## src/occ_map.svh

```systemverilog
// Register offsets, field positions, reset values and timing counts for the oscillator control.
`ifndef OCC_MAP_SVH
`define OCC_MAP_SVH
`define OCC_OFS_CTRL 4'h0
`define OCC_OFS_CTRL2 4'h4
`define OCC_OFS_TUNE 4'h8
`define OCC_OFS_CFG 4'hC
`define OCC_CTRL_IDLE 7
`define OCC_CTRL_FREQ_HI 6
`define OCC_CTRL_FREQ_LO 4
`define OCC_CTRL_STARTUP 3
`define OCC_CTRL_FAST_OK 2
`define OCC_CTRL2_SEC_ACT 6
`define OCC_CTRL2_SEC_DRV 4
`define OCC_CTRL2_SEC_GO 3
`define OCC_CTRL2_MID_OK 1
`define OCC_CTRL2_MID_SEL 0
`define OCC_TUNE_LF_SRC 7
`define OCC_TUNE_MULT 6
`define OCC_FREQ_RESET 3'h6
`define OCC_OLD_CYCLES 3'h2
`define OCC_NEW_CYCLES 3'h4
`endif

```

## src/occ_pkg.sv

```systemverilog
// Types shared by the oscillator control block.
package occ_pkg;
    typedef enum logic [2:0] {
        OCC_RUN = 3'h1,
        OCC_OLD = 3'h2,
        OCC_NEW = 3'h4
    } occ_sw_e;
    typedef enum logic [2:0] {
        OCC_SRC_PRIMARY = 3'h1,
        OCC_SRC_SECONDARY = 3'h2,
        OCC_SRC_INTERNAL = 3'h4
    } occ_src_e;
    typedef enum logic [3:0] {
        OCC_OSC_FAST = 4'h1,
        OCC_OSC_MID = 4'h2,
        OCC_OSC_SLOW = 4'h4,
        OCC_OSC_NONE = 4'h8
    } occ_osc_e;
    typedef struct packed {
        logic idle_on_sleep_select;
        logic [2:0] internal_freq_select;
        logic [1:0] system_clock_select;
        logic secondary_high_drive;
        logic secondary_keep_running;
        logic mid_internal_select;
        logic low_freq_source_select;
        logic multiplier_enable;
        logic [5:0] internal_trim;
        logic [2:0] startup_sync;
        logic [2:0] fast_sync;
        logic [2:0] sec_sync;
        logic [2:0] mid_sync;
        logic primary_startup_done;
        logic fast_internal_stable;
        logic secondary_clock_active;
        logic mid_internal_stable;
        logic startup_seeded;
        occ_sw_e sw_state;
        logic [2:0] sw_count;
        occ_src_e active_src;
        occ_src_e target_src;
        logic aw_held;
        logic [3:0] aw_addr;
        logic w_held;
        logic [31:0] w_data;
        logic [3:0] w_strb;
        logic bvalid;
        logic [1:0] bresp;
        logic rvalid;
        logic [31:0] rdata;
        logic [1:0] rresp;
    } occ_state_s;
endpackage

```

## src/occ_ctrl.sv

```systemverilog
// Oscillator control registers with AXI4-Lite access and clock switch sequencing.
//
// Design decisions made here: the AXI4-Lite interface to the registers and the register addresses.
`timescale 1ns/100ps
`include "occ_map.svh"
module occ_ctrl
    import occ_pkg::*;
(
    // Clock and reset.
    input wire logic aclk,
    input wire logic aresetn,
    // AXI4-Lite write address and data.
    input wire logic [31:0] s_axi_awaddr,
    input wire logic s_axi_awvalid,
    output logic s_axi_awready,
    input wire logic [31:0] s_axi_wdata,
    input wire logic [3:0] s_axi_wstrb,
    input wire logic s_axi_wvalid,
    output logic s_axi_wready,
    // AXI4-Lite write response.
    output logic [1:0] s_axi_bresp,
    output logic s_axi_bvalid,
    input wire logic s_axi_bready,
    // AXI4-Lite read.
    input wire logic [31:0] s_axi_araddr,
    input wire logic s_axi_arvalid,
    output logic s_axi_arready,
    output logic [31:0] s_axi_rdata,
    output logic [1:0] s_axi_rresp,
    output logic s_axi_rvalid,
    input wire logic s_axi_rready,
    // Configuration straps and analogue status.
    input wire logic two_speed_startup_cfg,
    input wire logic [1:0] secondary_mode_cfg,
    input wire logic internal_primary_cfg,
    input wire logic startup_timer_done,
    input wire logic fast_osc_stable,
    input wire logic mid_osc_stable,
    input wire logic sleep_request,
    // Clock tree controls.
    output logic sleep_enter,
    output logic idle_enter,
    output logic [2:0] int_divide_log2,
    output logic div_by_512,
    output occ_osc_e int_osc_select,
    output occ_src_e sys_clk_source,
    output logic sys_clk_hold,
    output logic secondary_high_power,
    output logic secondary_enable,
    output logic multiplier_on,
    output logic [5:0] trim_code
);

    occ_state_s s_q;
    occ_state_s s_d;

    // Decodes the clock select field into a source.
    function automatic occ_src_e src_of(input logic [1:0] sel);
        if (sel[1])
        begin
            return OCC_SRC_INTERNAL;
        end
        else if (sel[0])
        begin
            return OCC_SRC_SECONDARY;
        end
        return OCC_SRC_PRIMARY;
    endfunction

    // True when the internal block is the device clock for a given source.
    function automatic logic internal_clocks(input occ_src_e src, input logic prim_int);
        return (src == OCC_SRC_INTERNAL) || (src == OCC_SRC_PRIMARY && prim_int);
    endfunction

    logic digital_mode;
    logic rd_hit;
    logic [31:0] rd_word;
    logic [3:0] ar_idx;
    logic do_write;
    logic int_active;

    assign digital_mode = (secondary_mode_cfg == 2'h2);
    // Addresses beyond the register window fold onto an unmapped index and answer with an error.
    assign ar_idx = (s_axi_araddr[31:4] == 28'h0) ? s_axi_araddr[3:0] : 4'h1;
    assign do_write = s_q.aw_held && s_q.w_held && !s_q.bvalid;
    assign s_axi_awready = !s_q.aw_held && !s_q.bvalid;
    assign s_axi_wready = !s_q.w_held && !s_q.bvalid;
    assign s_axi_arready = !s_q.rvalid;
    assign s_axi_bvalid = s_q.bvalid;
    assign s_axi_bresp = s_q.bresp;
    assign s_axi_rvalid = s_q.rvalid;
    assign s_axi_rdata = s_q.rdata;
    assign s_axi_rresp = s_q.rresp;

    // Read word decode; unimplemented bits read zero.
    always_comb
    begin
        rd_hit = 1'b1;
        rd_word = 32'h0;
        case (ar_idx)
            `OCC_OFS_CTRL:
            begin
                rd_word[7:0] = {s_q.idle_on_sleep_select, s_q.internal_freq_select,
                    s_q.primary_startup_done, s_q.fast_internal_stable,
                    s_q.system_clock_select};
            end
            `OCC_OFS_CTRL2:
            begin
                rd_word[7:0] = {1'b0, s_q.secondary_clock_active, 1'b0,
                    s_q.secondary_high_drive, s_q.secondary_keep_running, 1'b0,
                    s_q.mid_internal_stable, s_q.mid_internal_select};
            end
            `OCC_OFS_TUNE:
            begin
                rd_word[7:0] = {s_q.low_freq_source_select, s_q.multiplier_enable,
                    s_q.internal_trim};
            end
            `OCC_OFS_CFG:
            begin
                rd_word[2:0] = s_q.active_src;
            end
            default:
            begin
                rd_hit = 1'b0;
            end
        endcase
    end

    always_comb
    begin
        s_d = s_q;
        s_d.startup_sync = {s_q.startup_sync[1:0], startup_timer_done};
        s_d.fast_sync = {s_q.fast_sync[1:0], fast_osc_stable};
        s_d.mid_sync = {s_q.mid_sync[1:0], mid_osc_stable};
        s_d.sec_sync = {s_q.sec_sync[1:0], s_q.active_src == OCC_SRC_SECONDARY};
        if (s_q.fast_sync[1] == s_q.fast_sync[2])
        begin
            s_d.fast_internal_stable = s_q.fast_sync[2];
        end
        if (s_q.mid_sync[1] == s_q.mid_sync[2])
        begin
            s_d.mid_internal_stable = s_q.mid_sync[2];
        end
        s_d.secondary_clock_active = s_q.sec_sync[2];
        // Seed start-up flag from strap after release.
        if (!s_q.startup_seeded)
        begin
            s_d.startup_seeded = 1'b1;
            s_d.primary_startup_done = !two_speed_startup_cfg;
        end
        // Start-up done once timer expired and primary runs.
        else if (s_q.startup_sync[1] == s_q.startup_sync[2])
        begin
            s_d.primary_startup_done = s_q.startup_sync[2]
                && s_q.active_src == OCC_SRC_PRIMARY && s_q.sw_state == OCC_RUN;
        end
        // AXI write channel capture in either order.
        if (s_axi_awvalid && s_axi_awready)
        begin
            s_d.aw_held = 1'b1;
            s_d.aw_addr = (s_axi_awaddr[31:4] == 28'h0) ? s_axi_awaddr[3:0] : 4'h1;
        end
        if (s_axi_wvalid && s_axi_wready)
        begin
            s_d.w_held = 1'b1;
            s_d.w_data = s_axi_wdata;
            s_d.w_strb = s_axi_wstrb;
        end
        if (do_write)
        begin
            s_d.aw_held = 1'b0;
            s_d.w_held = 1'b0;
            s_d.bvalid = 1'b1;
            s_d.bresp = 2'h0;
            case (s_q.aw_addr)
                `OCC_OFS_CTRL:
                begin
                    if (s_q.w_strb[0])
                    begin
                        s_d.idle_on_sleep_select = s_q.w_data[`OCC_CTRL_IDLE];
                        s_d.internal_freq_select =
                            s_q.w_data[`OCC_CTRL_FREQ_HI:`OCC_CTRL_FREQ_LO];
                        s_d.system_clock_select = s_q.w_data[1:0];
                    end
                end
                `OCC_OFS_CTRL2:
                begin
                    if (s_q.w_strb[0])
                    begin
                        s_d.secondary_high_drive = s_q.w_data[`OCC_CTRL2_SEC_DRV];
                        s_d.secondary_keep_running = s_q.w_data[`OCC_CTRL2_SEC_GO];
                        s_d.mid_internal_select = s_q.w_data[`OCC_CTRL2_MID_SEL];
                    end
                end
                `OCC_OFS_TUNE:
                begin
                    if (s_q.w_strb[0])
                    begin
                        s_d.low_freq_source_select = s_q.w_data[`OCC_TUNE_LF_SRC];
                        s_d.multiplier_enable = s_q.w_data[`OCC_TUNE_MULT];
                        s_d.internal_trim = s_q.w_data[5:0];
                    end
                end
                `OCC_OFS_CFG:
                begin
                end
                default:
                begin
                    s_d.bresp = 2'h2;
                end
            endcase
        end
        if (s_q.bvalid && s_axi_bready)
        begin
            s_d.bvalid = 1'b0;
        end
        // AXI read.
        if (s_axi_arvalid && s_axi_arready)
        begin
            s_d.rvalid = 1'b1;
            s_d.rdata = rd_word;
            s_d.rresp = rd_hit ? 2'h0 : 2'h2;
        end
        else if (s_q.rvalid && s_axi_rready)
        begin
            s_d.rvalid = 1'b0;
        end
        case (s_q.sw_state)
            OCC_RUN:
            begin
                if (src_of(s_d.system_clock_select) != s_q.active_src)
                begin
                    s_d.target_src = src_of(s_d.system_clock_select);
                    s_d.sw_count = `OCC_OLD_CYCLES;
                    s_d.sw_state = OCC_OLD;
                end
            end
            // Two old cycles then four new.
            OCC_OLD:
            begin
                if (s_q.sw_count == 3'h1)
                begin
                    s_d.active_src = s_q.target_src;
                    s_d.sw_count = `OCC_NEW_CYCLES;
                    s_d.sw_state = OCC_NEW;
                end
                else
                begin
                    s_d.sw_count = s_q.sw_count - 3'h1;
                end
            end
            OCC_NEW:
            begin
                if (s_q.sw_count == 3'h1)
                begin
                    s_d.sw_state = OCC_RUN;
                end
                else
                begin
                    s_d.sw_count = s_q.sw_count - 3'h1;
                end
            end
            default:
            begin
                s_d.sw_state = OCC_RUN;
            end
        endcase
    end

    always_ff @(posedge aclk)
    begin
        if (!aresetn)
        begin
            s_q <= '0;
            s_q.internal_freq_select <= `OCC_FREQ_RESET;
            s_q.sw_state <= OCC_RUN;
            s_q.active_src <= OCC_SRC_PRIMARY;
            s_q.target_src <= OCC_SRC_PRIMARY;
        end
        else
        begin
            s_q <= s_d;
        end
    end

    assign int_active = internal_clocks(s_q.active_src, internal_primary_cfg);

    // Oscillator and divider selection for the internal block.
    always_comb
    begin
        int_divide_log2 = 3'h0;
        div_by_512 = 1'b0;
        int_osc_select = OCC_OSC_FAST;
        // Fast oscillator divide 1 to 16.
        if (s_q.internal_freq_select[2] || s_q.internal_freq_select == 3'h3)
        begin
            int_divide_log2 = 3'h7 - s_q.internal_freq_select;
        end
        else if (s_q.mid_internal_select)
        begin
            int_osc_select = OCC_OSC_MID;
            // Mid divide 1, 2, 16 or slow oscillator.
            case (s_q.internal_freq_select)
                3'h2: int_divide_log2 = 3'h0;
                3'h1: int_divide_log2 = 3'h1;
                default:
                begin
                    int_divide_log2 = s_q.low_freq_source_select ? 3'h4 : 3'h0;
                    int_osc_select = s_q.low_freq_source_select ? OCC_OSC_MID : OCC_OSC_SLOW;
                end
            endcase
        end
        else
        begin
            // Divide 32, 64, 512 or slow oscillator.
            case (s_q.internal_freq_select)
                3'h2: int_divide_log2 = 3'h5;
                3'h1: int_divide_log2 = 3'h6;
                default:
                begin
                    div_by_512 = s_q.low_freq_source_select;
                    int_osc_select = s_q.low_freq_source_select ? OCC_OSC_FAST : OCC_OSC_SLOW;
                end
            endcase
        end
    end

    // Active source drives the clock mux.
    assign sys_clk_source = s_q.active_src;
    assign sys_clk_hold = (s_q.sw_state != OCC_RUN);
    assign idle_enter = sleep_request && s_q.idle_on_sleep_select;
    assign sleep_enter = sleep_request && !s_q.idle_on_sleep_select;
    assign secondary_high_power = digital_mode ? 1'b0
        : (s_q.secondary_high_drive || secondary_mode_cfg == 2'h3);
    assign secondary_enable = digital_mode
        || s_q.secondary_keep_running || s_q.active_src == OCC_SRC_SECONDARY;
    // Internal clock only at 4, 8 or 16 MHz.
    assign multiplier_on = s_q.multiplier_enable
        && (!int_active || s_q.internal_freq_select >= 3'h5);
    // Signed trim passed to the oscillator.
    assign trim_code = s_q.internal_trim;

endmodule // occ_ctrl

```

## config.mk

```make
export PLATFORM = sky130hd
export DESIGN_NAME = occ_ctrl
export DESIGN_NICKNAME = d
export VERILOG_FILES = /design/src/occ_pkg.sv /design/src/occ_ctrl.sv
export VERILOG_INCLUDE_DIRS = /design/src
export SDC_FILE = /design/constraint.sdc
export NUM_CORES = 1
export LEC_CHECK = 0
export ABC_AREA = 1
export BUFFER_PORTS_ARGS = -buffer_cell sky130_fd_sc_hd__buf_2
export CAP_MARGIN = 40
export CORE_MARGIN = 2
export CORE_UTILIZATION = 42
export CTS_CLUSTER_DIAMETER = 200
export DETAILED_ROUTE_END_ITERATION = 8
export PLACE_DENSITY = 0.73
export SLEW_MARGIN = 0
export SYNTH_ARGS = -nofsm -noshare
export SYNTH_HDL_FRONTEND = slang
export SYNTH_SLANG_ARGS = --single-unit
export TNS_END_PERCENT = 30
```

## constraint.sdc

```tcl
create_clock -name aclk -period 2.7 [get_ports aclk]
set_clock_uncertainty 0.2 [all_clocks]
set_input_delay 0.54 -clock aclk [delete_from_list [all_inputs] [get_ports aclk]]
set_output_delay 0.54 -clock aclk [all_outputs]
set_load 0.02 [all_outputs]
```

==> reports/results.tsv, run 1 <==
metric	value	unit
Area growth, synth to finish	18.5	%
first-pass GRT wire length	13.9	mm
final hold viol count	0	
Die Y	99.3	µm
setup TNS	0	ns
final setup vio count	0	
post-synthesis register bit count	73	
area leader, netlist	dfxtp_1	
number of global-route vias before repair	3259	
total congestion overflow	0	
pwr dens	581	nW/µm²
average cell area after synthesis	7.33	µm²
Final Critical Period	2.44	ns
run status	finished clean	
Most used DFF post-synth	dfxtp_1	
clk root buf	clkbuf_8	
number of enable flip-flop cells after synthesis	0	
Setup WS pre-CTS	0.501	ns
CP max FO	7	
highest clock rate	409	MHz
fraction of layout cells with a size suffix above 1	28.6	%
mux cell area share after synthesis	0	%
via-per-instance ratio	4.80	
final std cells w/o fill	741	
# Post-CTS Setup Buffers	0	
adder-cell share of the synthesized area	0.657	%
r2r setup slk	0.78	ns
Die ar.	9850	µm²
Sw Pwr	0.000778	W
CTS sink cnt	73	
antenna violations before repair	0	
Final Net Count	745	
post-synthesis cell type count	43	
Post-Place Cells	725	
die extent in x	99.3	µm
Post-synth top cells	nor2_1 (93), dfxtp_1 (73), nand2_1 (69)	
Post-Synth XOR/XNOR Area	0.230	%
max-cap violations	0	
Worst Max-Slew Pin Slew	0.594	ns
Slew Limit Fails	0	
multi-input logic area	1830	µm²
Worst Reg2Reg Path Length in Cells	7	
row count	34	
Routed WL per cell	11.7	µm
fin crit share	90.5	%
Filler cells	895	
Yosys top cell area share	38.3	%
Critical Path RT	1.96	ns
Worst-Skew Late Latency	0.35	ns
crit path kind	flip-flop to primary output	
P_int	0.00185	W
reg2reg start	s_q[79]	
mapped cell area	3810	µm²
core area	8760	µm²
startpoint types	flip-flop	
DRT Wirelength	8.65	mm
Clk pin slew, worst setup/hold paths	0.08	ns
antenna-violating nets left	0	
Num CTS Buffers	9	
Slew headroom	60.0	%
IR drop worst, VDD	320	µV
Hold Path End	s_d[98]	
post-synthesis compound-gate area fraction	13.5	%
DRT Pass-1 Iters	4	
largest family of logic cells by synthesized area	simple AND/OR/NAND/NOR gates	
total inserted antenna cells	0	
initial DRC count	144	
YS warnings	0	
Storage cell area	1460	µm²
dominant cells by area after synthesis	dfxtp_1 (38%), nor2_1 (9.2%), buf_4 (9.1%), nand2_1 (6.8%), inv_1 (5.0%)	
CTS tree	done	
Worst Path Arrival	1.70	ns
sequential power share	45.4	%
Leakage Power	2.26	nW
CTS Hold Bufs	0	
Post-CTS Resized	0	
largest net degree at the start of global routing	55	
Gate power share	19.0	%
Port Buffer Count	124	
Min-Delay Path Class	input pin to flip-flop	
FF-to-FF End	s_q[117]	
Bufs on Longest Clock Path	2	
HP Start	mid_osc_stable	
WHS Path Cells	3	
Starting Density	43.5	%
Clk pwr share	35.6	%
Total GRT Usage	17.3	%
Synth Area in Simple Gates	30.9	%
Ports	179	
count leader, synth	nor2_1	
Synth Instances	520	
Power Total	0.00262	W
# DRC	0	
DP Wirelength	6.75	mm
H-tree depth	3	
RSZ-0062 raised after global routing	no	
FFs w/ async S/R, synth	0	%
post-synthesis sequential area ratio	38.3	%
post-route setup slack	0.258	ns
switch share	29.7	%
vias after detailed routing	3559	
Crit. End Element	primary output	
GP Congestion	0.845	
state kept, by name, indices dropped and copies added, names as in the netlist:
name and flops:
s_axi_bvalid 1, sys_clk_source 3, s_d 9, s_axi_bresp 1, trim_code 6, s_axi_rvalid 1
s_axi_rdata 8, s_axi_rresp 1, s_q 43
cells by family after synthesis:
kind of cell | after synthesis
simple gates | 242
compound gates | 86
other cells | 1
buf+inv | 115
fa+ha+maj | 2
xor+xnor | 1
flops | 73
area by class of cell:
cell class | instances | share of cell area [%]
multi-input cells | 358 | 40.5
flip-flops and latches | 73 | 32.4
repair buffers | 127 | 14.2
inverters | 59 | 5.02
well taps | 108 | 2.99
clock buffers | 9 | 2.74
clock inverters | 7 | 2.11
worst max-delay path: stages (launching register included):
cell,delay [ns]
dfxtp_1,0.47
nand2_1,0.13
nand2_1,0.14
nor2_1,0.09
nor2_1,0.14
nand3_1,0.10
o21ai_0,0.08
inv_1,0.05
buf_2,0.15
cells in the final DEF, fill, tap and decap left out, types with 3 or more instances in the layout:
master / netlist / routed
nand2_1: 69 / 69
nand2_2: 6 / 6
nor2_4: 3 / 3
clkbuf_8: 0 / 9
nand2_4: 4 / 4
a21oi_1: 26 / 26
conb_1: 1 / 27
o21a_1: 5 / 5
o21ai_0: 34 / 34
nor3_1: 5 / 5
buf_2: 1 / 124
nand3b_1: 3 / 3
nand3_1: 34 / 34
a21oi_2: 5 / 5
a211oi_1: 3 / 3
buf_4: 46 / 3
inv_2: 5 / 5
nand4_1: 5 / 5
nor2_1: 93 / 93
dfxtp_1: 73 / 73
inv_1: 51 / 51
o211ai_1: 4 / 4
nor4_1: 9 / 9
clkinv_4: 1 / 3
power groups by stage:
stage	logic [W]	registers [W]	clock network, W
CTS	0.000499	0.00119	0.000959
global placement	0.000482	0.00121	0
global route	0.000561	0.00120	0.00100
detailed placement	0.000498	0.00122	0
floorplan	0.000380	0.00121	0
finish	0.000499	0.00119	0.000934
stage by stage:
step / area, µm² / util [%] / hold WS [ns]
final: 4510 / 51.5 / 0.170
after global routing: 4510 / 51.5 / 0.166
after CTS: 4510 / 51.5 / 0.155
after detailed placement: 4300 / 49.0 / 0.200
after global placement: 4300 / 49.0 / 0.194
after floorplan: 3910 / - / 0.190
metal layers:
metal / global-route usage (%) / vias to the layer above / routed length (µm)
met5: 0 / - / 0
met4: 6.22 / 0 / 88
met3: 5.34 / 6 / 667
met2: 31.8 / 128 / 4350
met1: 18.7 / 1599 / 3540
li1: - / 1826 / -
worst max-delay path by stage:
stage | start | endpoint | slack (ns)
after CTS | s_q[123] | int_osc_select[0] | 0.24
final | s_q[123] | int_osc_select[0] | 0.26
after global routing | s_q[123] | int_osc_select[0] | 0.08
after floorplan | s_q[123] | div_by_512 | 0.65
after detailed placement | s_axi_araddr[19] | s_axi_rdata[7] | 0.50
after global placement | s_axi_araddr[19] | s_axi_rdata[6] | 0.54
Power figures use the tool's default switching activity.
==> run 2: changes to the inputs <==
--- a/config.mk
+++ b/config.mk
@@ -13,7 +13,7 @@
 export CORE_UTILIZATION = 42
 export CTS_CLUSTER_DIAMETER = 200
 export DETAILED_ROUTE_END_ITERATION = 8
-export PLACE_DENSITY = 0.73
+export PLACE_DENSITY = 0.76
 export SLEW_MARGIN = 0
 export SYNTH_ARGS = -nofsm -noshare
 export SYNTH_HDL_FRONTEND = slang
==> constraint.sdc (replaced) <==
create_clock -name aclk -period 2.1 [get_ports aclk]
set_clock_uncertainty 0.2 [all_clocks]
set_input_delay 0.42 -clock aclk [delete_from_list [all_inputs] [get_ports aclk]]
set_output_delay 0.42 -clock aclk [all_outputs]
set_load 0.02 [all_outputs]
==> reports/results.tsv, run 2 (synthesis gave the netlist of run 1 again) <==
metric	value	unit
Util after Layout	52.2	%
Port Buffer Count	124	
cells along the critical path	nand2_4 -> nand2_4 -> nor2_4 -> nor2_1 -> nand2_1 -> a31oi_1 -> buf_2	
fraction of layout cells with a size suffix above 1	31.2	%
DP Wirelength	6.92	mm
Filler cells	863	
HP Start	startup_timer_done	
CP max FO	5	
clk root buf	clkbuf_8	
Crit. End Element	primary output	
highest clock rate	478	MHz
row count	34	
Worst Reg2Reg Path Length in Cells	12	
Leakage Power	2.28	nW
total inserted antenna cells	0	
Area growth, synth to finish	20.0	%
Total GRT Usage	17.7	%
WHS Path Cells	3	
Ports	179	
CTS sink cnt	73	
max-cap violations	0	
reg2reg start	s_q[75]	
final hold viol count	0	
Most flops, register	s_q	
number of global-route vias before repair	3304	
run status	finished clean	
pwr dens	674	nW/µm²
Starting Density	43.5	%
final std cells w/o fill	749	
first-pass GRT wire length	14.2	mm
r2r setup slk	0.25	ns
die extent in x	99.3	µm
Post-Place Cells	729	
FF-to-FF End	s_q[88]	
Slowest cell on crit path	dfxtp_4	
Worst-Skew Late Latency	0.34	ns
total congestion overflow	0	
final setup vio count	0	
Final Net Count	753	
DRT Pass-1 Iters	4	
vias after detailed routing	3618	
worst hold margin	0.0590	ns
largest net degree at the start of global routing	55	
GP Congestion	0.833	
crit path kind	flip-flop to primary output	
antenna violations before repair	0	
antenna-violating nets left	0	
RSZ-0062 raised after global routing	yes	
Power Total	0.00308	W
Bufs on Longest Clock Path	2	
Min-Delay Path Class	input pin to flip-flop	
via-per-instance ratio	4.83	
fin crit share	99.6	%
leading cell type in the layout, fill and taps excluded	buf_2	
DRT Wirelength	8.79	mm
Clk pin slew, worst setup/hold paths	0.07	ns
slowest stage delay, CP	0.40	ns
CTS tree	done	
startpoint types	flip-flop	
Die Y	99.3	µm
initial DRC count	116	
Num CTS Buffers	9	
Critical Path Source	s_q[122]	
IR drop worst, VDD	284	µV
Final Critical Period	2.09	ns
most frequent CP cell	nand2_4	
Worst Path Arrival	1.47	ns
Hold Path End	s_d[107]	
core area	8760	µm²
Critical Path RT	1.48	ns
Routed WL per cell	11.7	µm
Slew Limit Fails	0	
# DRC	0	
most frequent cells in the layout	buf_2 (124), nor2_1 (90), dfxtp_1 (69)	
H-tree depth	3	
Die ar.	9850	µm²
max reg flops	43	
## run 2: repair_timing
action / in CTS / in global routing
buffers inserted: 3 / 1
pin swaps: 2 / 3
gates resized for setup: 16 / 4
hold buffers: 0 / 0
setup endpoints to repair: 6 / 4
## run 2: layer usage
metal  up-vias  routed length [µm]  GRT usage [%]
met1      1619                3500           19.7
li1       1845                   -              -
met3        13                 645           3.51
met4         0                 122           6.11
met5         -                   0              0
met2       141                4520           33.3
## run 2: cell type report
class / count / area [µm²] / share of cell area, %
inverter: 59 / 226 / 4.95
tap: 108 / 135 / 2.96
clock buffer: 12 / 135 / 2.96
sequential: 73 / 1470 / 32.2
multi-input combinational: 358 / 1880 / 41.1
timing repair buffer: 135 / 703 / 15.4
clock inverter: 4 / 20.0 / 0.438
## run 2: worst max path at each step
stage                     depth (start not counted)            endpoint  slack (ns)
after floorplan                                   4          div_by_512        0.17
after global placement                           12      s_axi_rdata[6]        0.09
after detailed placement                         12      s_axi_rdata[5]        0.04
after CTS                                         6  int_divide_log2[2]       0.007
after global routing                              7  int_divide_log2[2]       -0.05
final                                             7  int_divide_log2[2]       0.009
## run 2: through the flow
step	worst slack, ns	instance area, µm²	TNS (ns)
final	0.00888	4570	0
after global routing	-0.0519	4570	-0.129
after CTS	0.00731	4540	0
after detailed placement	0.0441	4330	0
after global placement	0.0923	4330	0
after floorplan	0.175	3910	0
## run 2: report_power, final
part           switching, W  total (W)  internal, W
Combinational      0.000407   0.000646     0.000239
Clock              0.000483   0.000905     0.000422
Sequential        0.0000622    0.00153      0.00147
Total              0.000952    0.00308      0.00213
## run 2: worst max-delay path, delay by kind of cell (launching register included)
kind | cells | cell delay, ns
AND/OR/NAND/NOR | 5 | 0.32
buffers and inverters | 1 | 0.20
AO/OA/AOI/OAI | 1 | 0.21
flip-flops | 1 | 0.40
